==> config.mk <==
export PLATFORM = sky130hd
export DESIGN_NAME = cmc_contention
export DESIGN_NICKNAME = d
export VERILOG_FILES = /design/src/core/cmc_pkg.sv /design/src/core/cmc_sync2.sv /design/src/core/cmc_contention.sv
export SDC_FILE = /design/constraint.sdc
export NUM_CORES = 1
export LEC_CHECK = 0
export BUFFER_PORTS_ARGS = -buffer_cell sky130_fd_sc_hd__buf_4
export CAP_MARGIN = 20
export CORE_AREA = 5 5 74 76
export CTS_CLUSTER_DIAMETER = 30
export CTS_CLUSTER_SIZE = 40
export DETAILED_ROUTE_END_ITERATION = 8
export DIE_AREA = 0 0 79 81
export PLACE_DENSITY = 0.73
export SLEW_MARGIN = 20
export SYNTH_ARGS = -nofsm -noshare
export SYNTH_HDL_FRONTEND = slang
export SYNTH_SLANG_ARGS = --single-unit
==> constraint.sdc <==
create_clock -name sys_clk -period 1.2 [get_ports sys_clk]
set_input_delay 0.06 -clock sys_clk [delete_from_list [all_inputs] [get_ports sys_clk]]
set_output_delay 0.06 -clock sys_clk [all_outputs]
set_load 0.03 [all_outputs]
==> src/core/cmc_pkg.sv <==
// Purpose: shared constants for the display memory contention block
// Assumes: single 10 MHz system clock, synchronous design
// Notes:   no software-reachable registers; control arrives on ports
package cmc_pkg;
    localparam int             CMC_ADDR_W       = 14;               // display address width
    localparam int             CMC_STATUS_W     = 8;                // status byte width
    localparam int             CMC_RETRACE_BIT  = 5;                // vertical retrace flag position
    localparam int             CMC_READY_BIT    = 7;                // update ready flag position
    localparam logic [13:0]    CMC_UPD_RESET    = 14'h0000;         // update address after reset
    localparam logic [13:0]    CMC_ADDR_RESET   = 14'h0000;         // address lines after reset
    localparam int             CMC_CLK_MHZ      = 10;               // system clock rate
    localparam int             CMC_STB_NS       = 100;              // strobe length, one character clock at most
    localparam int             CMC_STB_CYC      = (CMC_STB_NS * CMC_CLK_MHZ) / 1000 < 1 ? 1
                                                  : (CMC_STB_NS * CMC_CLK_MHZ) / 1000; // cycles
    typedef enum logic [1:0] {
        CMC_MODE_SHARED_PRIO,                                       // processor priority / vblank polling
        CMC_MODE_SHARED_ILV,                                        // shared phase interleave
        CMC_MODE_TRANS_ILV,                                         // transparent interleave
        CMC_MODE_TRANS_BLANK                                        // transparent during blanking
    } cmc_mode_t;
endpackage

==> src/core/cmc_sync2.sv <==
// Purpose: two flop synchroniser for pin inputs
// Assumes: input is asynchronous to sys_clk
// Notes:   first stage is read only by the second
`timescale 1ns/1ps
module cmc_sync2 (
    input  wire logic sys_clk,   // system clock
    input  wire logic rst_b,     // async reset, active low
    input  wire logic d_in,      // asynchronous level
    output logic      q_out      // synchronised level
);
    logic meta_reg;              // first stage
    // ****************************************
    // two stage capture
    // ****************************************
    always_ff @(posedge sys_clk or negedge rst_b) begin
        if (!rst_b) begin
            meta_reg <= 1'b0;
            q_out    <= 1'b0;
        end else begin
            meta_reg <= d_in;
            q_out    <= meta_reg;
        end
    end
endmodule

==> src/core/cmc_contention.sv <==
// Purpose: display memory address contention for a CRT controller
// Assumes: refresh address, blanking and bus phase come from the timing core
// Notes:   bus enable and reset release are synchronised, other inputs are same domain; outputs registered
// Contract
// shared interleave: refresh address while enable low
// outside mux puts processor address phase two
// outside mux gives processor priority immediately
// status bit 5 reads one in vblank
// processor polls bit 5 before accessing memory
// transparent mode: controller drives all address lines
// transparent interleave: update address every phase two
// processor loads update pair before access
// blanking mode: update address only during blanking
// strobe high exactly while update address shown
// outside latch holds data until strobe
// update pair holds 14-bit address
// update address increments after each access
// dummy location access requests update, sets ready
// strobe on raster top line, active high
// blanking mode: one character period per request
`timescale 1ns/1ps
module cmc_contention
    import cmc_pkg::*;
(
    input  wire logic                       sys_clk,       // 10 MHz system clock
    input  wire logic                       rst_b,         // async reset, active low
    input  wire cmc_pkg::cmc_mode_t         mode,          // contention scheme, static
    input  wire logic                       bus_enable,    // bus enable clock pin, low = phase one
    input  wire logic                       char_tick,     // character clock period start, same domain
    input  wire logic                       hblank,        // horizontal blanking, same domain
    input  wire logic                       vblank,        // vertical blanking, same domain
    input  wire logic [cmc_pkg::CMC_ADDR_W-1:0] refresh_addr, // refresh address from scan counter
    input  wire logic [4:0]                 raster_addr,   // raster address from scan counter
    input  wire logic                       upd_load_hi,   // write strobe high update byte
    input  wire logic                       upd_load_lo,   // write strobe low update byte
    input  wire logic [7:0]                 upd_wdata,     // processor write data
    input  wire logic                       dummy_access,  // access to dummy update location
    input  wire logic                       status_rd,     // status read, clears ready
    output logic [cmc_pkg::CMC_ADDR_W-1:0]  display_memory_address_lines, // memory address out
    output logic                            raster_address_top_line,      // raster top or strobe
    output logic [3:0]                      raster_low,    // raster lines 0..3
    output logic                            update_strobe, // separate copy of strobe
    output logic [cmc_pkg::CMC_STATUS_W-1:0] status        // status byte
);
    import cmc_pkg::*;

    // ****************************************
    // reset release and pin synchronisers
    // ****************************************
    logic rst_s1_reg;                      // reset release stage one
    logic rst_sync_b;                      // released reset copy
    logic phase_two;                       // synchronised bus enable
    always_ff @(posedge sys_clk or negedge rst_b) begin
        if (!rst_b) begin
            rst_s1_reg <= 1'b0;
            rst_sync_b <= 1'b0;
        end else begin
            rst_s1_reg <= 1'b1;
            rst_sync_b <= rst_s1_reg;
        end
    end
    cmc_sync2 u_sync_en (
        .sys_clk (sys_clk),
        .rst_b   (rst_sync_b),
        .d_in    (bus_enable),
        .q_out   (phase_two)
    );

    // ****************************************
    // mode decode
    // ****************************************
    wire  transparent = (mode == CMC_MODE_TRANS_ILV) || (mode == CMC_MODE_TRANS_BLANK);
    wire  blanking    = hblank || vblank;                // either retrace interval
    logic [CMC_ADDR_W-1:0] upd_addr_reg;                 // update address pair, see
    logic [CMC_ADDR_W-1:0] upd_addr_next;                // next update address
    logic                  pending_reg;                  // blanking request outstanding
    logic                  pending_next;                 // next pending
    logic                  ready_reg;                    // update ready flag
    logic                  ready_next;                   // next ready
    logic [CMC_ADDR_W-1:0] addr_next;                    // next address lines
    logic                  stb_next;                     // next strobe

    // interleave phase two slot, every second bus phase
    wire  ilv_slot   = (mode == CMC_MODE_TRANS_ILV) && phase_two;
    // blanking slot only at a character tick in retrace with a request
    wire  blank_slot = (mode == CMC_MODE_TRANS_BLANK) && pending_reg
                       && blanking && char_tick;
    // a slot stays open for the rest of its character period, never past the end of retrace
    wire  hold_slot  = (mode == CMC_MODE_TRANS_BLANK) && update_strobe && !char_tick
                       && blanking;
    wire  show_upd   = ilv_slot || blank_slot || hold_slot;                  // update on lines
    wire  done_acc   = blank_slot || (ilv_slot && dummy_access);             // access completes

    // ****************************************
    // next-state selection
    // ****************************************
    always_comb begin
        upd_addr_next = upd_addr_reg;
        pending_next  = pending_reg;
        ready_next    = ready_reg;
        if (status_rd) begin
            ready_next = 1'b0;                 // read clears, set below wins
        end
        if (upd_load_hi) begin                 // processor loads pair, see
            upd_addr_next[13:8] = upd_wdata[5:0];
        end else if (upd_load_lo) begin
            upd_addr_next[7:0] = upd_wdata;
        end else if (done_acc && transparent) begin
            upd_addr_next = upd_addr_reg + 14'h0001;
        end
        if (dummy_access && transparent) begin
            ready_next   = 1'b1;
            pending_next = (mode == CMC_MODE_TRANS_BLANK);
        end else if (blank_slot) begin
            pending_next = 1'b0;               // one period per request, see
        end
        // shared interleave puts refresh on lines in both phases; outside mux takes phase two
        // a held slot keeps the address it opened with; the pair has already stepped on
        if (hold_slot) begin
            addr_next = display_memory_address_lines;
        end else if (show_upd) begin
            addr_next = upd_addr_reg;
        end else begin
            addr_next = refresh_addr;
        end
        stb_next  = show_upd && transparent;
    end

    // ****************************************
    // state registers
    // ****************************************
    always_ff @(posedge sys_clk or negedge rst_sync_b) begin
        if (!rst_sync_b) begin
            upd_addr_reg <= CMC_UPD_RESET;
            pending_reg  <= 1'b0;
            ready_reg    <= 1'b0;
        end else begin
            upd_addr_reg <= upd_addr_next;
            pending_reg  <= pending_next;
            ready_reg    <= ready_next;
        end
    end

    // ****************************************
    // registered outputs
    // ****************************************
    always_ff @(posedge sys_clk or negedge rst_sync_b) begin
        if (!rst_sync_b) begin
            display_memory_address_lines <= CMC_ADDR_RESET;
            raster_address_top_line      <= 1'b0;
            raster_low                   <= 4'h0;
            update_strobe                <= 1'b0;
            status                       <= 8'h00;
        end else begin
            display_memory_address_lines <= addr_next;
            // top raster line doubles as active-high strobe, see
            raster_address_top_line      <= transparent ? stb_next : raster_addr[4];
            raster_low                   <= raster_addr[3:0];
            update_strobe                <= stb_next;
            status                       <= {ready_next, 1'b0, vblank, 5'h00};
        end
    end

    // ****************************************
    // checks
    // ****************************************
    property p_retrace_flag;
        @(posedge sys_clk) disable iff (!rst_sync_b)
        // the release edge itself still loads reset values, so start one edge later
        rst_sync_b |=> (status[CMC_RETRACE_BIT] == $past(vblank));
    endproperty
    a_retrace_flag: assert property (p_retrace_flag) else $error("retrace flag wrong");
    property p_phase_one_refresh;
        @(posedge sys_clk) disable iff (!rst_sync_b)
        (rst_sync_b && mode != CMC_MODE_TRANS_BLANK && !phase_two)
        |=> (display_memory_address_lines == $past(refresh_addr));
    endproperty
    a_phase_one_refresh: assert property (p_phase_one_refresh) else $error("phase one not refresh");
    property p_ilv_update;
        @(posedge sys_clk) disable iff (!rst_sync_b)
        (mode == CMC_MODE_TRANS_ILV && phase_two && !upd_load_hi && !upd_load_lo)
        |=> (display_memory_address_lines == $past(upd_addr_reg)) && update_strobe;
    endproperty
    a_ilv_update: assert property (p_ilv_update) else $error("phase two not update");
    property p_no_active_update;
        @(posedge sys_clk) disable iff (!rst_sync_b)
        (mode == CMC_MODE_TRANS_BLANK && !blanking) |=> !update_strobe;
    endproperty
    a_no_active_update: assert property (p_no_active_update) else $error("update in active display");
    property p_strobe_pin;
        @(posedge sys_clk) disable iff (!rst_sync_b)
        transparent |-> (raster_address_top_line == update_strobe);
    endproperty
    a_strobe_pin: assert property (p_strobe_pin) else $error("strobe pin mismatch");
    property p_increment;
        @(posedge sys_clk) disable iff (!rst_sync_b)
        (blank_slot && !upd_load_hi && !upd_load_lo) |=> (upd_addr_reg == $past(upd_addr_reg) + 14'h0001);
    endproperty
    a_increment: assert property (p_increment) else $error("no increment");
    property p_dummy_ready;
        @(posedge sys_clk) disable iff (!rst_sync_b)
        (dummy_access && transparent) |=> status[CMC_READY_BIT];
    endproperty
    a_dummy_ready: assert property (p_dummy_ready) else $error("ready not set");
    property p_one_period;
        @(posedge sys_clk) disable iff (!rst_sync_b)
        (mode == CMC_MODE_TRANS_BLANK && blank_slot && !dummy_access) |=> !pending_reg;
    endproperty
    a_one_period: assert property (p_one_period) else $error("request not retired");
    property p_hold_address;
        @(posedge sys_clk) disable iff (!rst_sync_b)
        (mode == CMC_MODE_TRANS_BLANK && update_strobe && blanking && !char_tick)
        |=> update_strobe && $stable(display_memory_address_lines);
    endproperty
    a_hold_address: assert property (p_hold_address) else $error("held slot moved");
    property p_load_hi;
        @(posedge sys_clk) disable iff (!rst_sync_b)
        upd_load_hi |=> (upd_addr_reg[13:8] == $past(upd_wdata[5:0]));
    endproperty
    a_load_hi: assert property (p_load_hi) else $error("high update byte not loaded");
    property p_load_lo;
        @(posedge sys_clk) disable iff (!rst_sync_b)
        (upd_load_lo && !upd_load_hi) |=> (upd_addr_reg[7:0] == $past(upd_wdata));
    endproperty
    a_load_lo: assert property (p_load_lo) else $error("low update byte not loaded");
    property p_ready_clear;
        @(posedge sys_clk) disable iff (!rst_sync_b)
        (rst_sync_b && status_rd && !(dummy_access && transparent)) |=> !status[CMC_READY_BIT];
    endproperty
    a_ready_clear: assert property (p_ready_clear) else $error("ready not cleared");
    c_ilv:   cover property (@(posedge sys_clk) mode == CMC_MODE_TRANS_ILV && update_strobe);
    c_blank: cover property (@(posedge sys_clk) blank_slot);
    c_ready: cover property (@(posedge sys_clk) status[CMC_READY_BIT] && status_rd);
    c_hold:  cover property (@(posedge sys_clk) hold_slot);
endmodule

## Word-level counts from Yosys, hierarchy flattened

Index checks and enable logic that the tools add are counted.

| cells by class | value |
|---|---|
| add/subtract/negate cells | 1 |
| eq/ne operators | 3 |
| muxes and demuxes | 10 |
| bitwise operators | 1 |
| reduce and logical (&&, ||, !) cells | 22 |

Operator list:

| cell | count |
|---|---|
| 14-bit two-way mux | 2 |
| 14-bit by 1-bit adder with 14-bit output (second input constant) | 1 |
| 6-bit two-way mux | 2 |
| 1-bit logical AND | 11 |
| 8-bit two-way mux | 1 |
| 2-bit nonzero test | 3 |
| 1-bit logical OR | 5 |
| 1-bit two-way mux | 5 |
| 2-bit == test (second input constant) | 2 |
| 2-bit AND reduction | 2 |
| 2-bit != test (second input constant) | 1 |
| 1-bit zero test | 1 |
| 1-bit inverter | 1 |

| storage, ports and cells | value |
|---|---|
| bits in registers | 42 |
| input port bits | 39 |

## Longest topological paths before layout

Gate-level depths: netlist (run 1).

| logic depth | value |
|---|---|
| word-level depth | 9 |
| gate-level depth with buffers | 5 |
| gate-level depth less buffers | 5 |

## Cells and area by module

Synthesis (run 1) repeated with hierarchy kept, for this count alone.

| unflattened totals | value |
|---|---|
| cell total of the unflattened synthesis | 189 |
| area total of the unflattened synthesis | 2033.2 sq um |

Modules (own cells, without submodules):

| module | instances | cells an instance | area an instance (sq um) | sequential area each (sq um) |
|---|---|---|---|---|
| cmc_contention | 1 | 187 | 1983.2 | 975.9 |
| cmc_sync2 | 1 | 2 | 50.0 | 50.0 |

## Worst setup path after synthesis (run 1)

No wires, ideal clock.

| timing | value |
|---|---|
| path kind | register to register |
| start point | register upd_addr_reg[3] |
| end point | register upd_addr_reg[13] |
| setup time | 124 ps |
| arrival time | 1349 ps |
| setup slack | -273 ps |
| cell stages (with the launch flop) | 5 |
| path through | dfrtp_1 -> and4_2 -> nand2_1 -> o31a_2 -> o31a_1 |

| between the ends | value |
|---|---|
| word-level cells in the longest chain between the ends | 4 |

RTL lines:

| item | RTL line | text |
|---|---|---|
| start: declaration | cmc_contention.sv:74 | `logic [CMC_ADDR_W-1:0] upd_addr_reg;` |
| start signal: assignment | cmc_contention.sv:138 | `upd_addr_reg <= upd_addr_next;` |
| 14-bit by 1-bit adder with 14-bit output | cmc_contention.sv:109 | `upd_addr_next = upd_addr_reg + 14'h0001;` |
| 14-bit two-way mux | cmc_contention.sv:108 | `end else if (done_acc && transparent) begin` |
| 6-bit two-way mux | cmc_contention.sv:106 | `end else if (upd_load_lo) begin` |
| 6-bit two-way mux | cmc_contention.sv:104 | `if (upd_load_hi) begin` |

No other way between the ends. The select of a mux whose other input is x is not followed.
A chain may end at the register's enable or synchronous reset.

## Final worst setup path (run 1)

| timing | value |
|---|---|
| start point | register u_sync_en.q_out |
| end point | register upd_addr_reg[10] |

| between the ends | value |
|---|---|
| word-level cells in the longest chain between the ends | 6 |

RTL lines:

| item | RTL line | text |
|---|---|---|
| start: declaration | cmc_sync2.sv:9 | `output logic q_out` |
| start signal: assignment | cmc_sync2.sv:21 | `q_out <= meta_reg;` |
| 1-bit logical AND | cmc_contention.sv:84 | `wire ilv_slot = (mode == CMC_MODE_TRANS_ILV) && phase_two;` |
| 1-bit logical AND | cmc_contention.sv:92 | `wire done_acc = blank_slot \|\| (ilv_slot && dummy_access);` |
| 1-bit logical OR | cmc_contention.sv:92 |  |
| 1-bit logical AND | cmc_contention.sv:108 |  |
| 2-bit nonzero test (no line) | - |  |
| 2-bit AND reduction (no line) | - |  |

No other way between the ends.

==> impl_summary.log, run 1 <==
[metrics] status: complete, but fails checks
[metrics] violated checks: setup timing
[metrics] xor-xnor portion of the synthesized cell area: 0
[metrics] clock period minus worst slack: about 1.5 ns
[metrics] R2R cell count: 4
[metrics] DRC errors left: 0
[metrics] Worst path depth: 4
[metrics] die span in x: a little under 80 um
[metrics] Max Transition Viols Final: 0
[metrics] synthesized area divided by synthesized cell count: about 11 sq um
[metrics] final cell count without fillers: around 370
[metrics] number of synthesis warnings: 0
[metrics] Distinct cells, synth: 47
[metrics] post-placement cell count: between 300 and 400
[metrics] least setup slack across all paths after layout: -0.261 ns
[metrics] Worst-Skew Late Latency: approximately 0.30 ns
[metrics] router iterations before antenna repair: 4
[metrics] All-Layer GR Usage: 0.202
[metrics] register-to-register setup slack: -0.26 ns
[metrics] Area contributors post-synth: dfrtp_1 (50%), a22o_1 (6.5%), a21o_1 (5.2%)
[metrics] worst hold path stage count: 3
[metrics] most common cell after layout, fill and taps aside: buf_4
[metrics] initial cell density of the core: 0.436
[metrics] cell area after technology mapping: between 2000 and 2500 sq um
[metrics] cell family with the largest share of critical-path delay: simple AND/OR/NAND/NOR gates
[metrics] buffer and inverter count on the worst path: 0
[metrics] clock tree root driver cell: clkbuf_8
[metrics] Worst R2R Start: u_sync_en.q_out
[metrics] wire length of the first global-routing pass: about 10 mm
[metrics] share of synthesized area spent on multiplexers: 0
[metrics] CP max FO: 11
[metrics] DIE HEIGHT: between 80 and 90 um
[metrics] critical path launch point type: register
[metrics] biggest cell delay along the critical path: roughly 0.50 ns
[metrics] initial antenna violation count: 0
[metrics] layout cells sized above 1: 0.431
[metrics] end point of the worst hold path: upd_addr_reg[7]
[metrics] post-route fraction of the period consumed by the critical path: 1.22
[metrics] critical path type: register to register
[metrics] pin count of the biggest net entering global routing: 37
[metrics] sequential cell area fraction in the yosys report: 0.505
[metrics] detailed-route wire length per cell: ~17 um
[metrics] Via Count: 2,021
[metrics] average vias per placed instance: between 5 and 6
[metrics] final core area utilization: 0.707
[metrics] buffer levels on the longest clock path: 2
[metrics] Post-layout nets: 350
[metrics] synthesized flop and latch total: just over 40
[metrics] Final Routed Wirelength: between 6 and 7 mm
[metrics] aggregate global routing overflow: 0
[metrics] Ports: between 60 and 70
[metrics] Clock transition at path regs: about 0.080 ns
[metrics] CP Capture Type: register
[metrics] required time worst endpoint: 1.42 ns
[metrics] ANT nets after route: 0
[metrics] number of enable-type register cells in the synthesized netlist: 0
[metrics] placeable core region: about 4700 sq um
[metrics] number of DRC markers in iteration 0: 147
[metrics] dominant combinational cell family by area after synthesis: compound AO/OA/AOI/OAI gates
[metrics] area share of the largest cell type after synthesis: 0.505
[metrics] area leader, netlist: dfrtp_1
[metrics] adder-cell area share of the yosys netlist: 0.00615
[metrics] Max-cap violations: 0
[metrics] critical path arrival: about 1.7 ns
[metrics] most used cells in the layout excluding fill and tap cells: buf_4 (93), dfrtp_1 (37), dlygate4sd3_1 (22)
[metrics] HPWL after detailed placement: roughly 4.2 mm
[metrics] Gate Count Post-Synth: 189
[metrics] most frequently used flop master after synthesis: dfrtp_1
[metrics] static leakage: ~1.6 nW
[metrics] Peak supply drop: about 0.00062 V
[metrics] final-layout fill cell count: ~340
[metrics] fraction of registers with async set/reset: 1.00
[metrics] worst hold-check path type: input pin to register
[metrics] synthesized-area fraction occupied by and/or/nand/nor cells: 0.158
[metrics] final count of negative-setup-slack endpoints: 28
[metrics] highest clock frequency the design can meet: roughly 0.68 GHz
[metrics] number of H-tree branching levels: 2
[metrics] setup repair after global routing missed its margin: yes
[metrics] number of buffers created by CTS: 5
[metrics] final weighted congestion in routability-driven placement: between 0.9 and 1
[metrics] # clock sinks: 41
[metrics] area growth from synthesis to layout: 62.0%
[metrics] Cell Chain, Critical Path: nand4b_1, o21a_4, or4_1, a31oi_1
[metrics] Worst R2R End: upd_addr_reg[10]
[metrics] Worst Hold Launch: upd_wdata[7]
[metrics] row count: 25
[metrics] hold violation count in the final report: 0
[metrics] clock tree from TritonCTS: done
[metrics] cell with the largest stage delay on the worst path: or4_1
[metrics] DIE AREA: ~6400 sq um
[metrics] area fraction in compound gates after synthesis: 0.260
[metrics] clock skew: around 0.008 ns
[metrics] power per standard cell area: between 1000 and 1500 nW/um^2
[metrics] vias in the first global route: about 2,100
[metrics] number of diodes added for antenna fixing: 0
[metrics] Port-buffer cells: 60
## per-layer routing
layer | GRT usage | wire (um) | vias to the layer above
met2 | 0.351 | 3120 | 78
li1 | - | - | 949
met4 | 0.0722 | 119 | 0
met1 | 0.255 | 2460 | 984
met3 | 0.0333 | 373 | 10
met5 | 0 | 0 | -
## cell usage after synthesis (2+ instances only)
master	number
dfrtp_1	41
inv_1	7
a31oi_1	5
a22oi_1	4
nor4_1	4
and4_1	2
buf_2	3
nand4b_1	2
nand4_1	5
nand2_1	9
nor2_1	10
a21o_1	14
o31a_1	2
buf_4	7
or4_1	5
clkbuf_1	3
o31ai_1	8
a22o_1	15
nor2b_1	3
o22ai_1	2
conb_1	2
nand3_1	8
o21ai_0	4
## through the flow
stage / instance area (sq um) / setup WS, ns / TNS (ns) / hold slack, ns / power (mW)
floorplan: 2120 / -0.201 / -1.63 / -0.236 / 2.16
global placement: 2840 / -0.189 / -3.35 / -0.157 / 2.61
detailed placement: 2840 / -0.253 / -3.85 / -0.153 / 2.62
CTS: 3220 / -0.248 / -3.98 / 0.00197 / 3.86
global route: 3290 / -0.325 / -5.43 / 0.00814 / 4.09
finish: 3290 / -0.261 / -3.75 / 0.00341 / 3.90
## area by class of cell
cell class | instances | area (sq um) | share of cell area
Sequential cell | 41 | 1030 | 0.313
Clock buffer | 7 | 86.3 | 0.0262
Timing Repair Buffer | 125 | 1060 | 0.322
Multi-Input combinational cell | 130 | 988 | 0.300
Clock inverter | 1 | 30.0 | 0.00912
Tap cell | 54 | 67.6 | 0.0205
Inverter | 7 | 28.8 | 0.00874
## where the power goes
part	total, mW	internal [mW]	switching [mW]
Combinational	1.12	0.551	0.571
Clock	1.17	0.679	0.487
Sequential	1.61	1.52	0.0945
## worst max-delay path by stage
stage	to	start	slack, ns
2_1_floorplan	upd_addr_reg[11]	upd_addr_reg[3]	-0.20
3_3_place_gp	upd_addr_reg[11]	u_sync_en.q_out	-0.19
3_5_place_dp	upd_addr_reg[12]	u_sync_en.q_out	-0.25
4_1_cts	upd_addr_reg[12]	u_sync_en.q_out	-0.25
5_1_grt	upd_addr_reg[12]	u_sync_en.q_out	-0.32
6_report	upd_addr_reg[10]	u_sync_en.q_out	-0.26
## worst reg2reg max path, cell delays in order (launching register included)
cell and delay [ns]:
dfrtp_1 0.35, nand4b_1 0.16, o21a_4 0.19, or4_1 0.51, a31oi_1 0.18
## kinds of logic after synthesis
kind of cell,after synthesis
AOI/OAI and AO/OA,66
and+or+nand+nor,56
DFF,41
buffers and inverters,23
other,2
adders and majority gates,1
## repair_timing
action | in CTS | in global routing
setup endpoints to repair | 28 | 29
setup buffers | 0 | 1
hold buffers | 22 | 0
hold endpoints to repair | 23 | 0
pin swaps | 6 | 13
resized for setup | 11 | 11
gates cloned | 0 | 1
No activity file was read; power rests on OpenSTA's default activity.
==> run 2, diff against run 1 <==
--- a/config.mk
+++ b/config.mk
@@ -12,6 +12,7 @@
 export CTS_CLUSTER_SIZE = 40
 export DETAILED_ROUTE_END_ITERATION = 8
 export DIE_AREA = 0 0 79 81
+export HOLD_SLACK_MARGIN = 0.03
 export PLACE_DENSITY = 0.73
 export SLEW_MARGIN = 20
 export SYNTH_ARGS = -nofsm -noshare
==> run 2 against run 1 <==
The flow still finishes with violations (setup timing). Total power increased by 0.17%. Global-route usage about the same. Final cell count increased by 0.82%. Maximum frequency decreased by 0.16%. Cell area increased by 0.91%. Clock-buffer cell count unchanged. Sequential power about the same. Worst setup slack got worse by 0.0024 ns. Critical path type unchanged. Critical endpoint unchanged. Largest power group unchanged.
==> impl_summary.log, run 2 (synthesized netlist as in run 1, its figures left out) <==
[metrics] Final Routed Wirelength: 6.09 mm (+0.21%)
[metrics] worst hold-check path type: input pin to register
[metrics] Ports: 67 (unchanged)
[metrics] All-Layer GR Usage: 0.203 (+0.000475)
[metrics] Total Negative Setup Slacks: -3.78 ns (-0.0283 ns)
[metrics] final-layout fill cell count: 330 (-1.8%)
[metrics] static leakage: 1.57 nW (+0.80%)
[metrics] CP Capture Type: register
[metrics] status: complete, but fails checks
[metrics] most common cell after layout, fill and taps aside: buf_4
[metrics] highest clock frequency the design can meet: 0.683 GHz (-0.16%)
[metrics] Cell Chain, Critical Path: nand4b_1, o21a_4, or4_1, a31oi_1
[metrics] buffer levels on the longest clock path: 2 (unchanged)
[metrics] DIE AREA: 6400 sq um (unchanged)
[metrics] register-to-register setup slack: -0.26 ns (about the same)
[metrics] row count: 25 (unchanged)
[metrics] initial cell density of the core: 0.436 (unchanged)
[metrics] placeable core region: 4660 sq um (unchanged)
[metrics] cell family with the largest share of critical-path delay: simple AND/OR/NAND/NOR gates
[metrics] Gate power share: 0.289 (about the same)
[metrics] area growth from synthesis to layout: 63.5%
[metrics] die span in x: 79 um (unchanged)
[metrics] power per standard cell area: 1180 nW/um^2 (-0.73%)
[metrics] violated checks: setup timing
[metrics] cell with the largest stage delay on the worst path: or4_1
[metrics] Peak supply drop: 0.000620 V (about the same)
[metrics] Switch Pwr: 1.15 mW (about the same)
[metrics] initial antenna violation count: 0 (unchanged)
[metrics] vias in the first global route: 2,105 (+0.43%)
[metrics] hold violation count in the final report: 0 (unchanged)
[metrics] most used cells in the layout excluding fill and tap cells: buf_4 (93), dfrtp_1 (37), dlygate4sd3_1 (25)
[metrics] buffer and inverter count on the worst path: 0 (unchanged)
[metrics] number of H-tree branching levels: 2 (unchanged)
[metrics] Via Count: 2,038 (+0.84%)
[metrics] setup repair after global routing missed its margin: yes
[metrics] layout cells sized above 1: 0.427 (-0.00412)
[metrics] Post-layout nets: 353 (+0.86%)
[metrics] number of buffers created by CTS: 5 (unchanged)
[metrics] required time worst endpoint: 1.42 ns (about the same)
[metrics] post-route fraction of the period consumed by the critical path: 1.22 (+0.00198)
[metrics] CP max FO: 11 (unchanged)
[metrics] router iterations before antenna repair: 4 (unchanged)
[metrics] total power: 3.91 mW (+0.17%)
[metrics] post-place setup slack: -0.253 ns (unchanged)
[metrics] wire length of the first global-routing pass: 10.0 mm (+0.34%)
[metrics] clock skew: 0.00749 ns (-0.000380 ns)
[metrics] pin count of the biggest net entering global routing: 37 (unchanged)
[metrics] clock tree from TritonCTS: done
[metrics] aggregate global routing overflow: 0 (unchanged)
[metrics] post-placement cell count: 333 (unchanged)
[metrics] average vias per placed instance: 5.54 (about the same)
[metrics] # clock sinks: 41 (unchanged)
[metrics] final count of negative-setup-slack endpoints: 29 (+3.6%)
[metrics] Post-Route Hold Slack: 0.0546 ns (+0.0512 ns)
[metrics] critical path type: register to register
[metrics] Max Transition Viols Final: 0 (unchanged)
[metrics] number of DRC markers in iteration 0: 123 (-16%)
[metrics] ANT nets after route: 0 (unchanged)
[metrics] final cell count without fillers: 368 (+0.82%)
[metrics] Sw Ratio: 0.295 (-0.000484)
[metrics] Pint: 2.75 mW (+0.24%)
[metrics] Port-buffer cells: 60 (unchanged)
[metrics] clock tree root driver cell: clkbuf_8
[metrics] critical path arrival: 1.68 ns (about the same)
[metrics] DRC errors left: 0 (unchanged)
[metrics] number of diodes added for antenna fixing: 0 (unchanged)
[metrics] Clk network pwr share: 0.298 (about the same)
[metrics] biggest cell delay along the critical path: 0.50 ns (about the same)
[metrics] Clock transition at path regs: 0.08 ns (about the same)
[metrics] DIE HEIGHT: 81 um (unchanged)
[metrics] HPWL after detailed placement: 4.23 mm (unchanged)
[metrics] detailed-route wire length per cell: 16.6 um (-0.60%)
[metrics] critical path launch point type: register
[metrics] least setup slack across all paths after layout: -0.263 ns (-0.00238 ns)
[metrics] clock period minus worst slack: 1.46 ns (+0.00238 ns)
[metrics] proportion of power drawn by flip-flops and latches: 0.413 (about the same)
[metrics] placed inst area: 2840 sq um (unchanged)
[metrics] Worst-Skew Late Latency: 0.30 ns (about the same)
[metrics] final weighted congestion in routability-driven placement: 0.928 (unchanged)
[metrics] Final Instance Area: 3320 sq um (+0.91%)
[metrics] Max-cap violations: 0 (unchanged)
[metrics] final core area utilization: 0.713 (+0.00644)
## run 2: changes by cell type in the layout (fill, tap and decap cells not counted)
cell	before	now
dlygate4sd3_1	22	25
## run 2: final timing paths
check | startpoint | to | cells after the start
worst min register to register | rst_sync_b | raster_low[1] | 0
min in group asynchronous | rst_sync_b | raster_low[1] | 0
worst max register to register | u_sync_en.q_out | upd_addr_reg[10] | 4
worst max-delay path | u_sync_en.q_out | upd_addr_reg[10] | 4
worst min-delay path | upd_load_hi | upd_addr_reg[1] | 2
max in group asynchronous | rst_sync_b | update_strobe | 1
## run 2: final cells by class
type	count	area [sq um]	area share
inverter	7	28.8	0.00866
multi-input combinational	130	988	0.297
clock buffer	7	86.3	0.0260
clock inverter	1	30.0	0.00903
sequential	41	1030	0.310
timing repair buffer	128	1090	0.329
tap	54	67.6	0.0203
## run 2: what timing repair did
| item | CTS | global route |
|---|---|---|
| buffers inserted | 0 | 1 |
| gates cloned | 0 | 1 |
| setup endpoints to repair | 28 | 29 |
| hold buffers | 25 | 0 |
| pin swaps | 6 | 13 |
| hold endpoints to repair | 26 | 0 |
| gates resized for setup | 11 | 11 |
## run 2: layer usage
layer / wire length [um] / share of wire / global-route usage / up-vias
met2: 3100 / 0.51 / 0.351 / 72
met5: 0 / 0 / 0 / -
li1: - / - / - / 959
met4: 151 / 0.025 / 0.0722 / 0
met1: 2560 / 0.42 / 0.257 / 995
met3: 288 / 0.047 / 0.0333 / 12
## run 2: power by group through the flow
stage | Sequential (mW) | Combinational (mW) | Clock (mW)
finish | 1.61 | 1.13 | 1.16
global route | 1.63 | 1.22 | 1.25
CTS | 1.61 | 1.08 | 1.18
detailed placement | 1.64 | 0.988 | 0
global placement | 1.63 | 0.981 | 0
floorplan | 1.78 | 0.382 | 0
## run 2: worst reg2reg max path: stages, from the launching register on
cell and delay (ns):
dfrtp_1 0.35, nand4b_1 0.16, o21a_4 0.19, or4_1 0.51, a31oi_1 0.18
==> run 3, diff against run 2 <==
--- a/config.mk
+++ b/config.mk
@@ -7,13 +7,13 @@
 export LEC_CHECK = 0
 export BUFFER_PORTS_ARGS = -buffer_cell sky130_fd_sc_hd__buf_4
 export CAP_MARGIN = 20
-export CORE_AREA = 5 5 74 76
+export CORE_AREA = 5 5 50 95
 export CTS_CLUSTER_DIAMETER = 30
 export CTS_CLUSTER_SIZE = 40
 export DETAILED_ROUTE_END_ITERATION = 8
-export DIE_AREA = 0 0 79 81
+export DIE_AREA = 0 0 55 100
 export HOLD_SLACK_MARGIN = 0.03
-export PLACE_DENSITY = 0.73
+export PLACE_DENSITY = 0.82
 export SLEW_MARGIN = 20
 export SYNTH_ARGS = -nofsm -noshare
 export SYNTH_HDL_FRONTEND = slang
==> constraint.sdc (replaced) <==
create_clock -name sys_clk -period 1.9 [get_ports sys_clk]
set_input_delay 0.095 -clock sys_clk [delete_from_list [all_inputs] [get_ports sys_clk]]
set_output_delay 0.095 -clock sys_clk [all_outputs]
set_load 0.03 [all_outputs]
==> run 3 against run 2 <==
The flow now finishes without violations. Non-clock buffer count down 41. Worst setup slack better by 0.49 ns. Flip-flop and latch count unchanged. Utilization up 1.1 points. Combinational power down 54%. Total power down 44%.
==> impl_summary.log, run 3 (synthesized netlist as in run 1, its figures left out) <==
[metrics] met1 Resource Use GR: 0.235 (-0.0215)
[metrics] worst hold-check path type: input pin to register
[metrics] number of H-tree branching levels: 2 (unchanged)
[metrics] grt peak-use layer: met2
[metrics] status: complete, no violations
[metrics] clock tree from TritonCTS: done
[metrics] most common cell after layout, fill and taps aside: buf_4
[metrics] number of buffers created by CTS: 5 (unchanged)
[metrics] hold buffer count at CTS: 22 (-12%)
[metrics] wire length of the first global-routing pass: 8.80 mm (-12%)
[metrics] ANT nets after route: 0 (unchanged)
[metrics] grt met3 use: 0.0327 (-0.000570)
[metrics] Clock transition at path regs: 0.08 ns (about the same)
[metrics] row count: 32 (+28%)
[metrics] final-layout fill cell count: 297 (-10%)
[metrics] placeable core region: 3880 sq um (-17%)
[metrics] clock tree root driver cell: clkbuf_8
[metrics] final core area utilization: 0.724 (+0.0109)
[metrics] Max Transition Viols Final: 0 (unchanged)
[metrics] most used cells in the layout excluding fill and tap cells: buf_4 (65), dfrtp_1 (41), dlygate4sd3_1 (22)
[metrics] Final Routed Wirelength: 5.61 mm (-8.0%)
[metrics] All-Layer GR Usage: 0.219 (+0.0162)
[metrics] number of DRC markers in iteration 0: 58 (-53%)
[metrics] CP Capture Type: register
[metrics] number of diodes added for antenna fixing: 0 (unchanged)
[metrics] buffer levels on the longest clock path: 2 (unchanged)
[metrics] total setup buffers inserted after CTS: 0 (unchanged)
[metrics] Total Negative Setup Slacks: 0 ns (+3.78 ns)
[metrics] critical path launch point type: input pin
[metrics] setup repair after global routing missed its margin: no
[metrics] initial antenna violation count: 0 (unchanged)
[metrics] HPWL after detailed placement: 3.94 mm (-6.9%)
[metrics] highest clock frequency the design can meet: about 0.60 GHz
[metrics] biggest cell delay along the critical path: 0.55 ns (+0.05 ns)
[metrics] aggregate global routing overflow: 0 (unchanged)
[metrics] Via Count: 1,912 (-6.2%)
[metrics] Cell Chain, Critical Path: dlygate4sd3_1, buf_4, o211ai_4, o21a_4, or4_1, a31oi_1
[metrics] post-route fraction of the period consumed by the critical path: 0.880
[metrics] clock period minus worst slack: 1.67 ns
[metrics] final weighted congestion in routability-driven placement: 0.937 (+0.99%)
[metrics] cell with the largest stage delay on the worst path: dlygate4sd3_1
[metrics] DIE HEIGHT: 100 um (+23%)
[metrics] router iterations before antenna repair: 4 (unchanged)
[metrics] Ports: 67 (unchanged)
[metrics] area growth from synthesis to layout: 38.3%
[metrics] static leakage: 1.32 nW (-16%)
[metrics] met2 track utilization from global routing: 0.385 (+0.0340)
[metrics] clock skew: 0.00586 ns (-0.00164 ns)
[metrics] power per standard cell area: 776 nW/um^2 (-34%)
[metrics] detailed-route wire length per cell: 17.3 um (+4.5%)
[metrics] Port-buffer cells: 60 (unchanged)
[metrics] Post-layout nets: 312 (-12%)
[metrics] Max-cap violations: 0 (unchanged)
[metrics] hold violation count in the final report: 0 (unchanged)
[metrics] Peak supply drop: 0.000554 V (-11%)
[metrics] die span in x: 55 um (-30%)
[metrics] DRC errors left: 0 (unchanged)
[metrics] initial cell density of the core: 0.524 (+0.0873)
[metrics] critical path type: input pin to register
[metrics] vias in the first global route: 1,861 (-12%)
[metrics] critical path arrival: 1.89 ns (+0.21 ns)
[metrics] # clock sinks: 41 (unchanged)
[metrics] post-cts sizing count: 0 (-11)
[metrics] DIE AREA: 5500 sq um (-14%)
[metrics] final count of negative-setup-slack endpoints: 0 (-100%)
[metrics] required time worst endpoint: 2.11 ns (+0.69 ns)
[metrics] Worst-Skew Late Latency: 0.30 ns (about the same)
[metrics] buffer and inverter count on the worst path: 2 (+2)
[metrics] layout cells sized above 1: 0.297 (-0.130)
[metrics] pin count of the biggest net entering global routing: 40 (+8.1%)
[metrics] average vias per placed instance: 5.90 (+6.6%)
[metrics] CP max FO: 18 (+7)
[metrics] cell family with the largest share of critical-path delay: buffers and inverters
==> run 3: changes by cell type in the layout (fill, tap and decap cells not counted), moves of 3 or more <==
cell and change:
buf_4 -28, buf_6 -7, dfrtp_1 +4, dfrtp_2 -4
dlygate4sd3_1 -3
==> run 3: where the power goes <==
group	internal (mW)	switching (mW)	leakage, nW	total, mW
logic	0.236	0.279	0.784	0.515
registers	0.957	0.0855	0.482	1.04
clock network	0.328	0.298	0.0542	0.626
==> run 3: per-layer routing <==
metal / vias up / wire, um
li1: 871 / -
met1: 934 / 1900
met2: 87 / 3140
met3: 20 / 330
met4: 0 / 234
met5: - / 0
==> run 3: final cells by class <==
type / instances / area (sq um) / share of cell area
inverters: 7 / 26.3 / 0.00934
repair buffers: 87 / 708 / 0.252
flip-flops and latches: 41 / 1030 / 0.365
clock inverters: 1 / 5.00 / 0.00178
multi-input cells: 130 / 887 / 0.315
clock buffers: 7 / 96.3 / 0.0343
well taps: 51 / 63.8 / 0.0227
==> run 3: path summary, 6_finish.rpt <==
kind	slack (ns)	cells past startpoint	to	startpoint
worst min register to register	0.29	1	display_memory_address_lines[6]	rst_sync_b
min in group asynchronous	0.11	2	rst_sync_b	rst_b
worst max register to register	0.26	4	upd_addr_reg[12]	upd_addr_reg[0]
worst max-delay path	0.23	6	upd_addr_reg[12]	vblank
worst min-delay path	0.04	3	upd_addr_reg[7]	upd_wdata[7]
max in group asynchronous	1.25	1	upd_addr_reg[13]	rst_sync_b
==> run 3: worst min-delay path: stages <==
cell,delay [ns]
buf_4,0.08
a22oi_1,0.05
nand3_1,0.08
==> run 3: metrics by stage <==
step	hold WS [ns]	cells	total power [mW]	cell area, sq um	setup WS [ns]
after floorplan	-0.201	194	1.35	2050	0.427
after global placement	-0.123	294	1.52	2490	0.351
after detailed placement	-0.121	294	1.53	2490	0.308
after CTS	0.0362	324	2.18	2810	0.262
after global routing	0.0457	324	2.27	2810	0.144
final	0.0353	324	2.18	2810	0.229
